[src/hw/gtm_consts.vh]
// Purpose: register map, field positions and reset values of the timer
// Assumes: included by the timer design, its checker and the testbench
// Notes: definitions only
`ifndef GTM_CONSTS_VH
`define GTM_CONSTS_VH
// -----------------------------------------------------------------
// register word offsets (byte addresses)
// -----------------------------------------------------------------
`define GTM_ADR_CFG 8'h00
`define GTM_ADR_LO_MODE 8'h04
`define GTM_ADR_HI_MODE 8'h08
`define GTM_ADR_CTL 8'h0C
`define GTM_ADR_IMR 8'h18
`define GTM_ADR_RIS 8'h1C
`define GTM_ADR_MIS 8'h20
`define GTM_ADR_ICR 8'h24
`define GTM_ADR_LO_ILR 8'h28
`define GTM_ADR_HI_ILR 8'h2C
`define GTM_ADR_LO_MATCH 8'h30
`define GTM_ADR_LO_PR 8'h38
`define GTM_ADR_HI_PR 8'h3C
`define GTM_ADR_LO_CNT 8'h48
`define GTM_ADR_HI_CNT 8'h4C
// -----------------------------------------------------------------
// configuration values
// -----------------------------------------------------------------
`define GTM_CFG_32 3'h0
`define GTM_CFG_RTC 3'h1
`define GTM_CFG_16 3'h4
// mode field values
`define GTM_MODE_ONESHOT 2'h1
`define GTM_MODE_PERIODIC 2'h2
// -----------------------------------------------------------------
// control bit positions
// -----------------------------------------------------------------
`define GTM_CTL_LO_EN 0
`define GTM_CTL_LO_STALL 1
`define GTM_CTL_RTC_OVR 4
`define GTM_CTL_LO_OTE 5
`define GTM_CTL_HI_EN 8
`define GTM_CTL_HI_STALL 9
`define GTM_CTL_HI_OTE 13
// status / mask / clear bit positions
`define GTM_IRQ_LO_TO 0
`define GTM_IRQ_RTC 3
`define GTM_IRQ_HI_TO 8
// -----------------------------------------------------------------
// reset values and divider
// -----------------------------------------------------------------
`define GTM_RST_CNT 16'hFFFF
`define GTM_RST_ILR 16'hFFFF
`define GTM_RST_PR 8'h00
`define GTM_RTC_DIV_EDGES 32768
`endif

[src/hw/gtm_dual_timer.v]
// Purpose: dual 16-bit timer joinable to a 32-bit timer or 32-bit clock
// Assumes: classic Wishbone slave, one 20 MHz clock, async high reset
// Notes: 16-bit capture and PWM modes are not part of this block
// Notes on behaviour
// - two 16-bit halves, or one 32-bit unit
// - own trigger ORed with chained block triggers
// - pinless block ignores its clock pin
// - reset: inactive, counts/loads 0xFFFF, prescales zero
// - config 0 timer, config 1 clock
// - 32-bit modes act as single timer
// - low load write fills both halves
// - low count read returns both halves
// - low mode field alone picks one-shot/periodic
// - enabled counter counts down, reloads after zero
// - one-shot stops, clears enable; periodic continues
// - zero sets sticky time-out flag until cleared
// - masked time-out follows raw when unmasked
// - one-clock trigger when counter reaches zero
// - load write during run taken next cycle, except in clock mode
// - stall bit plus stall signal freezes count
// - clock mode counts up, first load one
// - match rolls counter to zero, keeps counting
// - match sets clock flags; clear bit clears
// - clock override ignores stall bits
// - config 4 gives two independent halves
//
// Design decisions made here: the placing of the registers and register access over Wishbone.
`include "gtm_consts.vh"
`timescale 1ns/100ps
`default_nettype none
module gtm_dual_timer #(
   parameter HAS_PINS = 1,
   parameter RTC_DIVIDE = `GTM_RTC_DIV_EDGES
)(
   // clock and reset
   input wire clk,
   input wire rst,
   // wishbone slave
   input wire wb_cyc_i,
   input wire wb_stb_i,
   input wire wb_we_i,
   input wire [7:0] wb_adr_i,
   input wire [3:0] wb_sel_i,
   input wire [31:0] wb_dat_i,
   output reg [31:0] wb_dat_o,
   output reg wb_ack_o,
   // pins and chip-level signals
   input wire capturePin0,
   input wire debugStall,
   input wire trigChainIn,
   output reg adcTrigger,
   output reg timerIrq
);
   // -----------------------------------------------------------------
   // byte-lane merge, used by every writable register
   // -----------------------------------------------------------------
   // keeps old lanes where sel is low; callers pass zero as old
   function [31:0] laneMerge;
      input [31:0] old;
      input [31:0] nw;
      input [3:0] sel;
      integer i;
      begin
         for (i = 0; i < 4; i = i + 1)
            laneMerge[i*8 +: 8] = sel[i] ? nw[i*8 +: 8] : old[i*8 +: 8];
      end
   endfunction

   // -----------------------------------------------------------------
   // state
   // -----------------------------------------------------------------
   reg [2:0] cfgSel; // config_select_reg
   reg [3:0] loModeReg; // low_half_mode_reg
   reg [3:0] hiModeReg; // high_half_mode_reg
   reg [15:0] ctlReg; // control_reg
   reg [15:0] imrReg; // irq_mask_reg
   reg [15:0] risReg; // raw_irq_status_reg
   reg [15:0] loIlr; // low_interval_load_reg
   reg [15:0] hiIlr; // high_interval_load_reg
   reg [15:0] loMatch; // low half of 32-bit match
   reg [15:0] hiMatch; // high half of 32-bit match
   reg [7:0] loPr; // low_prescale_reg, stored only
   reg [7:0] hiPr; // high_prescale_reg, stored only
   reg [15:0] loCnt; // low_half_counter
   reg [15:0] hiCnt; // high_half_counter
   reg rtcLoaded; // clock mode seen once
   reg [15:0] divCnt; // 1 Hz divider
   reg rtcTick; // one-cycle divided tick
   reg pinMeta; // synchroniser stage 1
   reg pinSync; // synchroniser stage 2
   reg pinLast; // edge history of stage 2

   // -----------------------------------------------------------------
   // decode
   // -----------------------------------------------------------------
   // a request is cyc and stb together; ack qualifies the write
   // so a write lands once, at the edge where the master sees ack
   wire busReq = wb_cyc_i & wb_stb_i;
   wire wrNow = busReq & wb_we_i & wb_ack_o; // write lands on ack edge
   wire is32 = (cfgSel == `GTM_CFG_32) | (cfgSel == `GTM_CFG_RTC);
   wire isRtc = (cfgSel == `GTM_CFG_RTC);
   wire is16 = (cfgSel == `GTM_CFG_16);
   // joined views: the high half is always the upper word
   wire [31:0] cnt32 = {hiCnt, loCnt};
   wire [31:0] ilr32 = {hiIlr, loIlr};
   wire [31:0] match32 = {hiMatch, loMatch};
   // unselected byte lanes are written as zero
   wire [31:0] wrData = laneMerge(32'h0000_0000, wb_dat_i, wb_sel_i);
   wire loEn = ctlReg[`GTM_CTL_LO_EN];
   wire hiEn = ctlReg[`GTM_CTL_HI_EN];
   // stall: stall bit and debug signal both needed
   wire loFrz = ctlReg[`GTM_CTL_LO_STALL] & debugStall;
   wire hiFrz = ctlReg[`GTM_CTL_HI_STALL] & debugStall;
   // clock override ignores both stall bits
   wire rtcFrz = (loFrz | hiFrz) & ~ctlReg[`GTM_CTL_RTC_OVR];
   // 32-bit timer runs off low enable and low mode only
   wire run32 = (cfgSel == `GTM_CFG_32) & loEn & ~loFrz;
   wire runRtc = isRtc & loEn & rtcTick & ~rtcFrz;
   wire runLo = is16 & loEn & ~loFrz;
   wire runHi = is16 & hiEn & ~hiFrz;
   // reaching zero is the step from one to zero
   wire hit32 = run32 & (cnt32 == 32'h0000_0001);
   wire hitLo = runLo & (loCnt == 16'h0001);
   wire hitHi = runHi & (hiCnt == 16'h0001);
   wire hitRtc = runRtc & (cnt32 == match32);
   // any other mode code runs like periodic and never stops
   wire loOneShot = (loModeReg[1:0] == `GTM_MODE_ONESHOT);
   wire hiOneShot = (hiModeReg[1:0] == `GTM_MODE_ONESHOT);
   wire [15:0] icrBits = wrNow && wb_adr_i == `GTM_ADR_ICR ?
      wrData[15:0] : 16'h0000;
   // new raw events placed at their status bit positions
   wire [15:0] setBits = {7'h00, hitHi, 4'h0, hitRtc, 2'h0, hit32 | hitLo};
   wire [15:0] nextRis = (risReg & ~icrBits) | setBits;
   // last divider state; a divide above 65536 needs a wider divCnt
   wire [31:0] divEnd = RTC_DIVIDE - 1;

   // -----------------------------------------------------------------
   // clock pin: two flops, then rising-edge detect on stage 2
   // -----------------------------------------------------------------
   always @(posedge clk or posedge rst)
   begin
      if (rst)
      begin
         pinMeta <= 1'b0;
         pinSync <= 1'b0;
         pinLast <= 1'b0;
      end
      else
      begin
         // pinless block sees a quiet pin
         pinMeta <= (HAS_PINS != 0) ? capturePin0 : 1'b0;
         pinSync <= pinMeta;
         // edge history reads stage 2 only, never the raw pin
         pinLast <= pinSync;
      end
   end

   // -----------------------------------------------------------------
   // divider: one tick per RTC_DIVIDE rising edges
   // -----------------------------------------------------------------
   always @(posedge clk or posedge rst)
   begin
      if (rst)
      begin
         divCnt <= 16'h0000;
         rtcTick <= 1'b0;
      end
      else
      begin
         rtcTick <= 1'b0;
         // divider held clear outside clock mode so ticks start fresh
         if (!isRtc || !loEn)
            divCnt <= 16'h0000;
         // only rising edges of the synchronised pin count
         else if (pinSync & ~pinLast)
         begin
            if ({16'h0000, divCnt} == divEnd)
            begin
               divCnt <= 16'h0000;
               rtcTick <= 1'b1;
            end
            else
               divCnt <= divCnt + 16'h0001;
         end
      end
   end

   // -----------------------------------------------------------------
   // wishbone handshake and read data
   // -----------------------------------------------------------------
   always @(posedge clk or posedge rst)
   begin
      if (rst)
      begin
         wb_ack_o <= 1'b0;
         wb_dat_o <= 32'h0000_0000;
      end
      else
      begin
         // ack one cycle after the request, dropped the next cycle
         wb_ack_o <= busReq & ~wb_ack_o;
         // read data latched with the ack, valid while ack stands
         if (busReq & ~wb_ack_o & ~wb_we_i)
         begin
            case (wb_adr_i)
               `GTM_ADR_CFG: wb_dat_o <= {29'h0, cfgSel};
               `GTM_ADR_LO_MODE: wb_dat_o <= {28'h0, loModeReg};
               `GTM_ADR_HI_MODE: wb_dat_o <= {28'h0, hiModeReg};
               `GTM_ADR_CTL: wb_dat_o <= {16'h0, ctlReg};
               `GTM_ADR_IMR: wb_dat_o <= {16'h0, imrReg};
               `GTM_ADR_RIS: wb_dat_o <= {16'h0, risReg};
               // masked view follows raw whenever unmasked
               `GTM_ADR_MIS: wb_dat_o <= {16'h0, risReg & imrReg};
               `GTM_ADR_LO_ILR: wb_dat_o <= is32 ? ilr32 : {16'h0, loIlr};
               `GTM_ADR_HI_ILR: wb_dat_o <= {16'h0, hiIlr};
               `GTM_ADR_LO_MATCH:
                  wb_dat_o <= is32 ? match32 : {16'h0, loMatch};
               `GTM_ADR_LO_PR: wb_dat_o <= {24'h0, loPr};
               `GTM_ADR_HI_PR: wb_dat_o <= {24'h0, hiPr};
               // joined read: high half above low half
               `GTM_ADR_LO_CNT:
                  wb_dat_o <= is32 ? cnt32 : {16'h0, loCnt};
               `GTM_ADR_HI_CNT: wb_dat_o <= {16'h0, hiCnt};
               default: wb_dat_o <= 32'h0000_0000; // unmapped reads zero
            endcase
         end
      end
   end

   // -----------------------------------------------------------------
   // registers, counters and flags; software writes win over hardware
   // except on flags, where a set beats a clear
   // -----------------------------------------------------------------
   always @(posedge clk or posedge rst)
   begin
      if (rst)
      begin
         // inactive after reset
         cfgSel <= 3'h0;
         loModeReg <= 4'h0;
         hiModeReg <= 4'h0;
         ctlReg <= 16'h0000;
         imrReg <= 16'h0000;
         risReg <= 16'h0000;
         loIlr <= `GTM_RST_ILR;
         hiIlr <= `GTM_RST_ILR;
         // match all ones: no early roll before software sets it
         loMatch <= 16'hFFFF;
         hiMatch <= 16'hFFFF;
         loPr <= `GTM_RST_PR;
         hiPr <= `GTM_RST_PR;
         loCnt <= `GTM_RST_CNT;
         hiCnt <= `GTM_RST_CNT;
         // the next clock-mode entry counts as the first again
         rtcLoaded <= 1'b0;
         adcTrigger <= 1'b0;
         timerIrq <= 1'b0;
      end
      else
      begin
         // -------- counting --------
         // one count path at a time; split halves idle in joined modes
         // because their run terms need the 16-bit configuration
         if (run32)
         begin
            // zero stays one cycle, then reload
            if (cnt32 == 32'h0000_0000)
            begin
               {hiCnt, loCnt} <= ilr32;
               if (loOneShot)
                  ctlReg[`GTM_CTL_LO_EN] <= 1'b0;
            end
            else
               {hiCnt, loCnt} <= cnt32 - 32'h0000_0001;
         end
         else if (runRtc)
         begin
            // up-count, roll to zero at match
            if (hitRtc)
               {hiCnt, loCnt} <= 32'h0000_0000;
            else
               {hiCnt, loCnt} <= cnt32 + 32'h0000_0001;
         end
         else
         begin
            // independent halves in 16-bit configuration
            if (runLo)
            begin
               if (loCnt == 16'h0000)
               begin
                  loCnt <= loIlr;
                  if (loOneShot)
                     ctlReg[`GTM_CTL_LO_EN] <= 1'b0;
               end
               else
                  loCnt <= loCnt - 16'h0001;
            end
            if (runHi)
            begin
               if (hiCnt == 16'h0000)
               begin
                  hiCnt <= hiIlr;
                  if (hiOneShot)
                     ctlReg[`GTM_CTL_HI_EN] <= 1'b0;
               end
               else
                  hiCnt <= hiCnt - 16'h0001;
            end
         end

         // -------- flags and outputs --------
         // a set in the clear cycle survives, so no event is lost
         // to a clear that arrives late
         risReg <= nextRis;
         timerIrq <= |(nextRis & imrReg);
         // trigger flop rises with the count reaching zero
         adcTrigger <= trigChainIn |
            (hit32 & ctlReg[`GTM_CTL_LO_OTE]) |
            (hitLo & ctlReg[`GTM_CTL_LO_OTE]) |
            (hitHi & ctlReg[`GTM_CTL_HI_OTE]);

         // -------- software writes --------
         if (wrNow)
         begin
            case (wb_adr_i)
               `GTM_ADR_CFG:
               begin
                  cfgSel <= wrData[2:0];
                  // first entry to clock mode preloads one
                  if (wrData[2:0] == `GTM_CFG_RTC && !rtcLoaded)
                  begin
                     {hiCnt, loCnt} <= 32'h0000_0001;
                     rtcLoaded <= 1'b1;
                  end
               end
               `GTM_ADR_LO_MODE: loModeReg <= wrData[3:0];
               `GTM_ADR_HI_MODE: hiModeReg <= wrData[3:0];
               // a control write overrides a self-cleared enable
               `GTM_ADR_CTL: ctlReg <= wrData[15:0];
               `GTM_ADR_IMR: imrReg <= wrData[15:0];
               `GTM_ADR_LO_ILR:
               begin
                  loIlr <= wrData[15:0];
                  if (is32)
                     hiIlr <= wrData[31:16];
                  // counter follows a new load, even mid-run, except in clock mode
                  if (!isRtc)
                  begin
                     loCnt <= wrData[15:0];
                     if (is32)
                        hiCnt <= wrData[31:16];
                  end
               end
               // high load only restarts the high half in split use
               `GTM_ADR_HI_ILR:
               begin
                  hiIlr <= wrData[15:0];
                  if (is16)
                     hiCnt <= wrData[15:0];
               end
               `GTM_ADR_LO_MATCH:
               begin
                  // clock mode takes its match value from here only
                  loMatch <= wrData[15:0];
                  if (is32)
                     hiMatch <= wrData[31:16];
               end
               `GTM_ADR_LO_PR: loPr <= wrData[7:0];
               `GTM_ADR_HI_PR: hiPr <= wrData[7:0];
               default: ; // read-only or unmapped: ignored
            endcase
         end
      end
   end
endmodule // gtm_dual_timer
`default_nettype wire

[config.mk]
export PLATFORM = sky130hd
export DESIGN_NAME = gtm_dual_timer
export DESIGN_NICKNAME = d
export VERILOG_FILES = /design/src/hw/gtm_dual_timer.v
export VERILOG_INCLUDE_DIRS = /design/src /design/src/hw
export SDC_FILE = /design/constraint.sdc
export NUM_CORES = 1
export LEC_CHECK = 0
export BUFFER_PORTS_ARGS = -buffer_cell sky130_fd_sc_hd__buf_4
export CAP_MARGIN = 20
export CORE_UTILIZATION = 27
export DETAILED_ROUTE_END_ITERATION = 8
export GPL_TIMING_DRIVEN = 1
export SLEW_MARGIN = 0
export SYNTH_ARGS = -nofsm -noshare
export SYNTH_HDL_FRONTEND = slang
export SYNTH_SLANG_ARGS = --single-unit
[constraint.sdc]
create_clock -name clk -period 8.3 [get_ports clk]
set_input_delay 0 -clock clk [delete_from_list [all_inputs] [get_ports clk]]
set_output_delay 0 -clock clk [all_outputs]
set_load 0.05 [all_outputs]
==> reports/results.txt <==
VDD IR max: 0.173 mV
I/O Buffers: 86
Status: complete, no violations
Grt ovf: 0
Final min period: 3.51 ns
Area Overhead vs Synth: 18.6%
Worst Setup Path Type: flip-flop to flip-flop
Cell taking the most area after synthesis: dfrtp_1
Die area: 53500 um^2
Final RePlAce weighted congestion: 1.03
Starting Density: 27.5%
Synthesized flop and latch total: 227
Initial DRC Count: 2014
Finish-stage setup viols: 0
Initial antenna violation count: 3
Slew headroom: 22.4%
Count of final hold-check violations: 0
Post-Route Skew: 0.0200 ns
Clock slew at reported path FFs: 0.06 ns
Max FFs per register: 32
Dpl cells: 2358
Sequential cell area fraction in the yosys report: 40.9%
Pre-Repair DR Iteration Count: 7
Post-Syn Area: 14200 um^2
Global-route wire length before repair: 95.3 mm
Most flop-heavy register: wb_dat_o
H-tree lvl count: 1
Distinct cells, synth: 88
Worst EP arrival: 4.00 ns
Reg power frac: 40.8%
HPWL Detailed: 45.7 mm
Clock Sinks: 227
Largest net degree at the start of global routing: 94
Synthesis Warnings: 0
Post-Syn Area per Cell: 8.34 um^2
Worst skew pair latency: 0.59 ns
Int Power: 1.96 mW
Sw frac: 30.9%
NumNets Final: 1824
Residual DRC: 0
Fin cells: 2465
Part of the cycle the worst path needs: 42.3%
Cell count after synthesis: 1702
Area of the multi-input gates: 7720 um^2
WL final: 65.1 mm
Die Height: 231 um
Final Max Slew Viols: 0
Io pins: 87
Wire length per cell: 26.4 um
Crit path required time: 8.79 ns
EDFF count, synth: 0
Top cells by area, synth: dfrtp_1, dfstp_2, o21ai_0, nand2_1, xor2_1
Yosys top cell area share: 23.1%
Switching power: 880 uW
Leakage Power: 6.67 nW
Combinational Power Share: 16.9%
Total GRT Usage: 24.0%
Vias in the first global route: 13800
Clock Tree Buf Depth: 3
Share of cells above drive strength 1: 17.3%
Crit-path max FO: 37
RSZ-0062 raised after global routing: false
Die W: 231 um
Storage cell area: 5800 um^2
Synth cell count leaders: nand2_1, o21ai_0, dfrtp_1, nor2_1, dfstp_2
Worst setup EP type: flip-flop
Vias: 14500
Clock root cell: clkbuf_16
Final ANT Viol Nets: 0
Syn nets: 1762
Core ar.: 51600 um^2
Post-CTS Setup Inserts: 0
Min-Delay Path Class: input port to flip-flop
Diodes inserted: 0
CTS tree: yes
FP Rows: 83
Pwr per Cell Area: 169 nW/um^2
Worst Tran Pin Value: 1.16 ns
Via/cell ratio: 5.88
Setup TNS: 0 ns
Max Fclk: 285 MHz
Clock power frac: 42.3%
Synth Flop Type: dfrtp_1
CP Launch Type: flip-flop
Most common cell in the netlist: nand2_1
Max_cap viols: 0
Fill cell count: 5406
Num CTS Buffers: 27
Asr flop ratio synth: 100%
worst max-delay path: stages (launching register included):
cell and delay, ns:
dfstp_2 0.45, inv_1 0.11, ha_1 0.15, nor4b_1 0.36
and4_1 0.70, nand2_2 0.67, nand2_1 0.42, a21oi_1 0.13
nor4_1 0.30, o22ai_1 0.12
layout make-up:
class / instances / share of cell area, %
Multi-Input combinational cell: 1308 / 45.8
Inverter: 19 / 0.468
Clock inverter: 12 / 0.698
Timing Repair Buffer: 181 / 9.07
Tap cell: 680 / 5.05
Clock buffer: 38 / 4.44
Sequential cell: 227 / 34.4
placed cells by master, fill, tap and decap left out, types with 27 or more instances in the layout:
| cell | count |
|---|---|
| dfstp_2 | 96 |
| nor2_1 | 111 |
| buf_4 | 123 |
| nand3_1 | 56 |
| xor2_1 | 52 |
| a22oi_1 | 42 |
| dfrtp_1 | 131 |
| clkbuf_16 | 27 |
| xnor2_1 | 39 |
| a222oi_1 | 30 |
| nand2_1 | 285 |
| dlygate4sd3_1 | 56 |
| a21oi_1 | 79 |
| a31oi_1 | 28 |
| o21ai_0 | 228 |
worst paths after layout:
| path | startpoint | end | slack [ns] | cells after the start |
|---|---|---|---|---|
| hold / removal | wb_sel_i[0] | loIlr[0] | 0.03 | 4 |
| max in group asynchronous | rst | ctlReg[13] | 6.71 | 4 |
| hold reg to reg | pinMeta | pinSync | 0.35 | 0 |
| setup / recovery | loCnt[0] | loCnt[0] | 4.79 | 9 |
| setup reg to reg | loCnt[0] | loCnt[0] | 4.79 | 9 |
| min in group asynchronous | rst | loPr[5] | 0.07 | 3 |
logic make-up (layout without fill, tap and decap cells):
| logic type | after synthesis | count (layout) | share of synthesized area [%] |
|---|---|---|---|
| AO/OA/AOI/OAI | 579 | 579 | 26.0 |
| XOR/XNOR | 91 | 91 | 5.61 |
| adder cells (fa/ha/maj) | 8 | 8 | 0.705 |
| buffers and inverters | 167 | 250 | 5.00 |
| flip-flops | 227 | 227 | 40.9 |
| multiplexers | 6 | 6 | 0.432 |
| AND/OR/NAND/NOR | 624 | 624 | 21.4 |
timing repair:
action / 4_1_cts / 5_1_grt
hold endpoints to repair: 215 / 0
hold buffers: 56 / 0
gates resized for setup: 0 / 0
metrics by stage:
step | hold WS (ns) | power [mW] | utilization [%] | setup slack (ns) | cell area (um^2)
floorplan | 0.0314 | 1.47 | - | 2.24 | 14200
global placement | 0.110 | 1.62 | 29.8 | 4.91 | 15400
detailed placement | 0.111 | 1.62 | 29.8 | 4.90 | 15400
CTS | 0.00165 | 2.84 | 32.6 | 4.88 | 16800
global route | 0.0406 | 2.93 | 32.6 | 4.50 | 16800
finish | 0.0255 | 2.84 | 32.6 | 4.79 | 16800
metal layers:
layer  part of all wire, %  routed length, um  track usage, %  vias to the layer above
met5                 0.020                 13               0                        -
met4                   5.1               3350            10.3                        2
met3                    10               6750            5.75                      194
met2                    42              27500            35.5                      893
met1                    42              27400            33.1                     7035
li1                      -                  -               -                     6359
power by group through the flow:
stage | Clock, mW | Sequential (mW) | Combinational (mW)
final | 1.20 | 1.16 | 0.480
after global routing | 1.26 | 1.16 | 0.515
after CTS | 1.21 | 1.16 | 0.469
after detailed placement | 0 | 1.18 | 0.446
after global placement | 0 | 1.17 | 0.447
after floorplan | 0 | 1.15 | 0.317
Power figures use the tool's default switching activity.
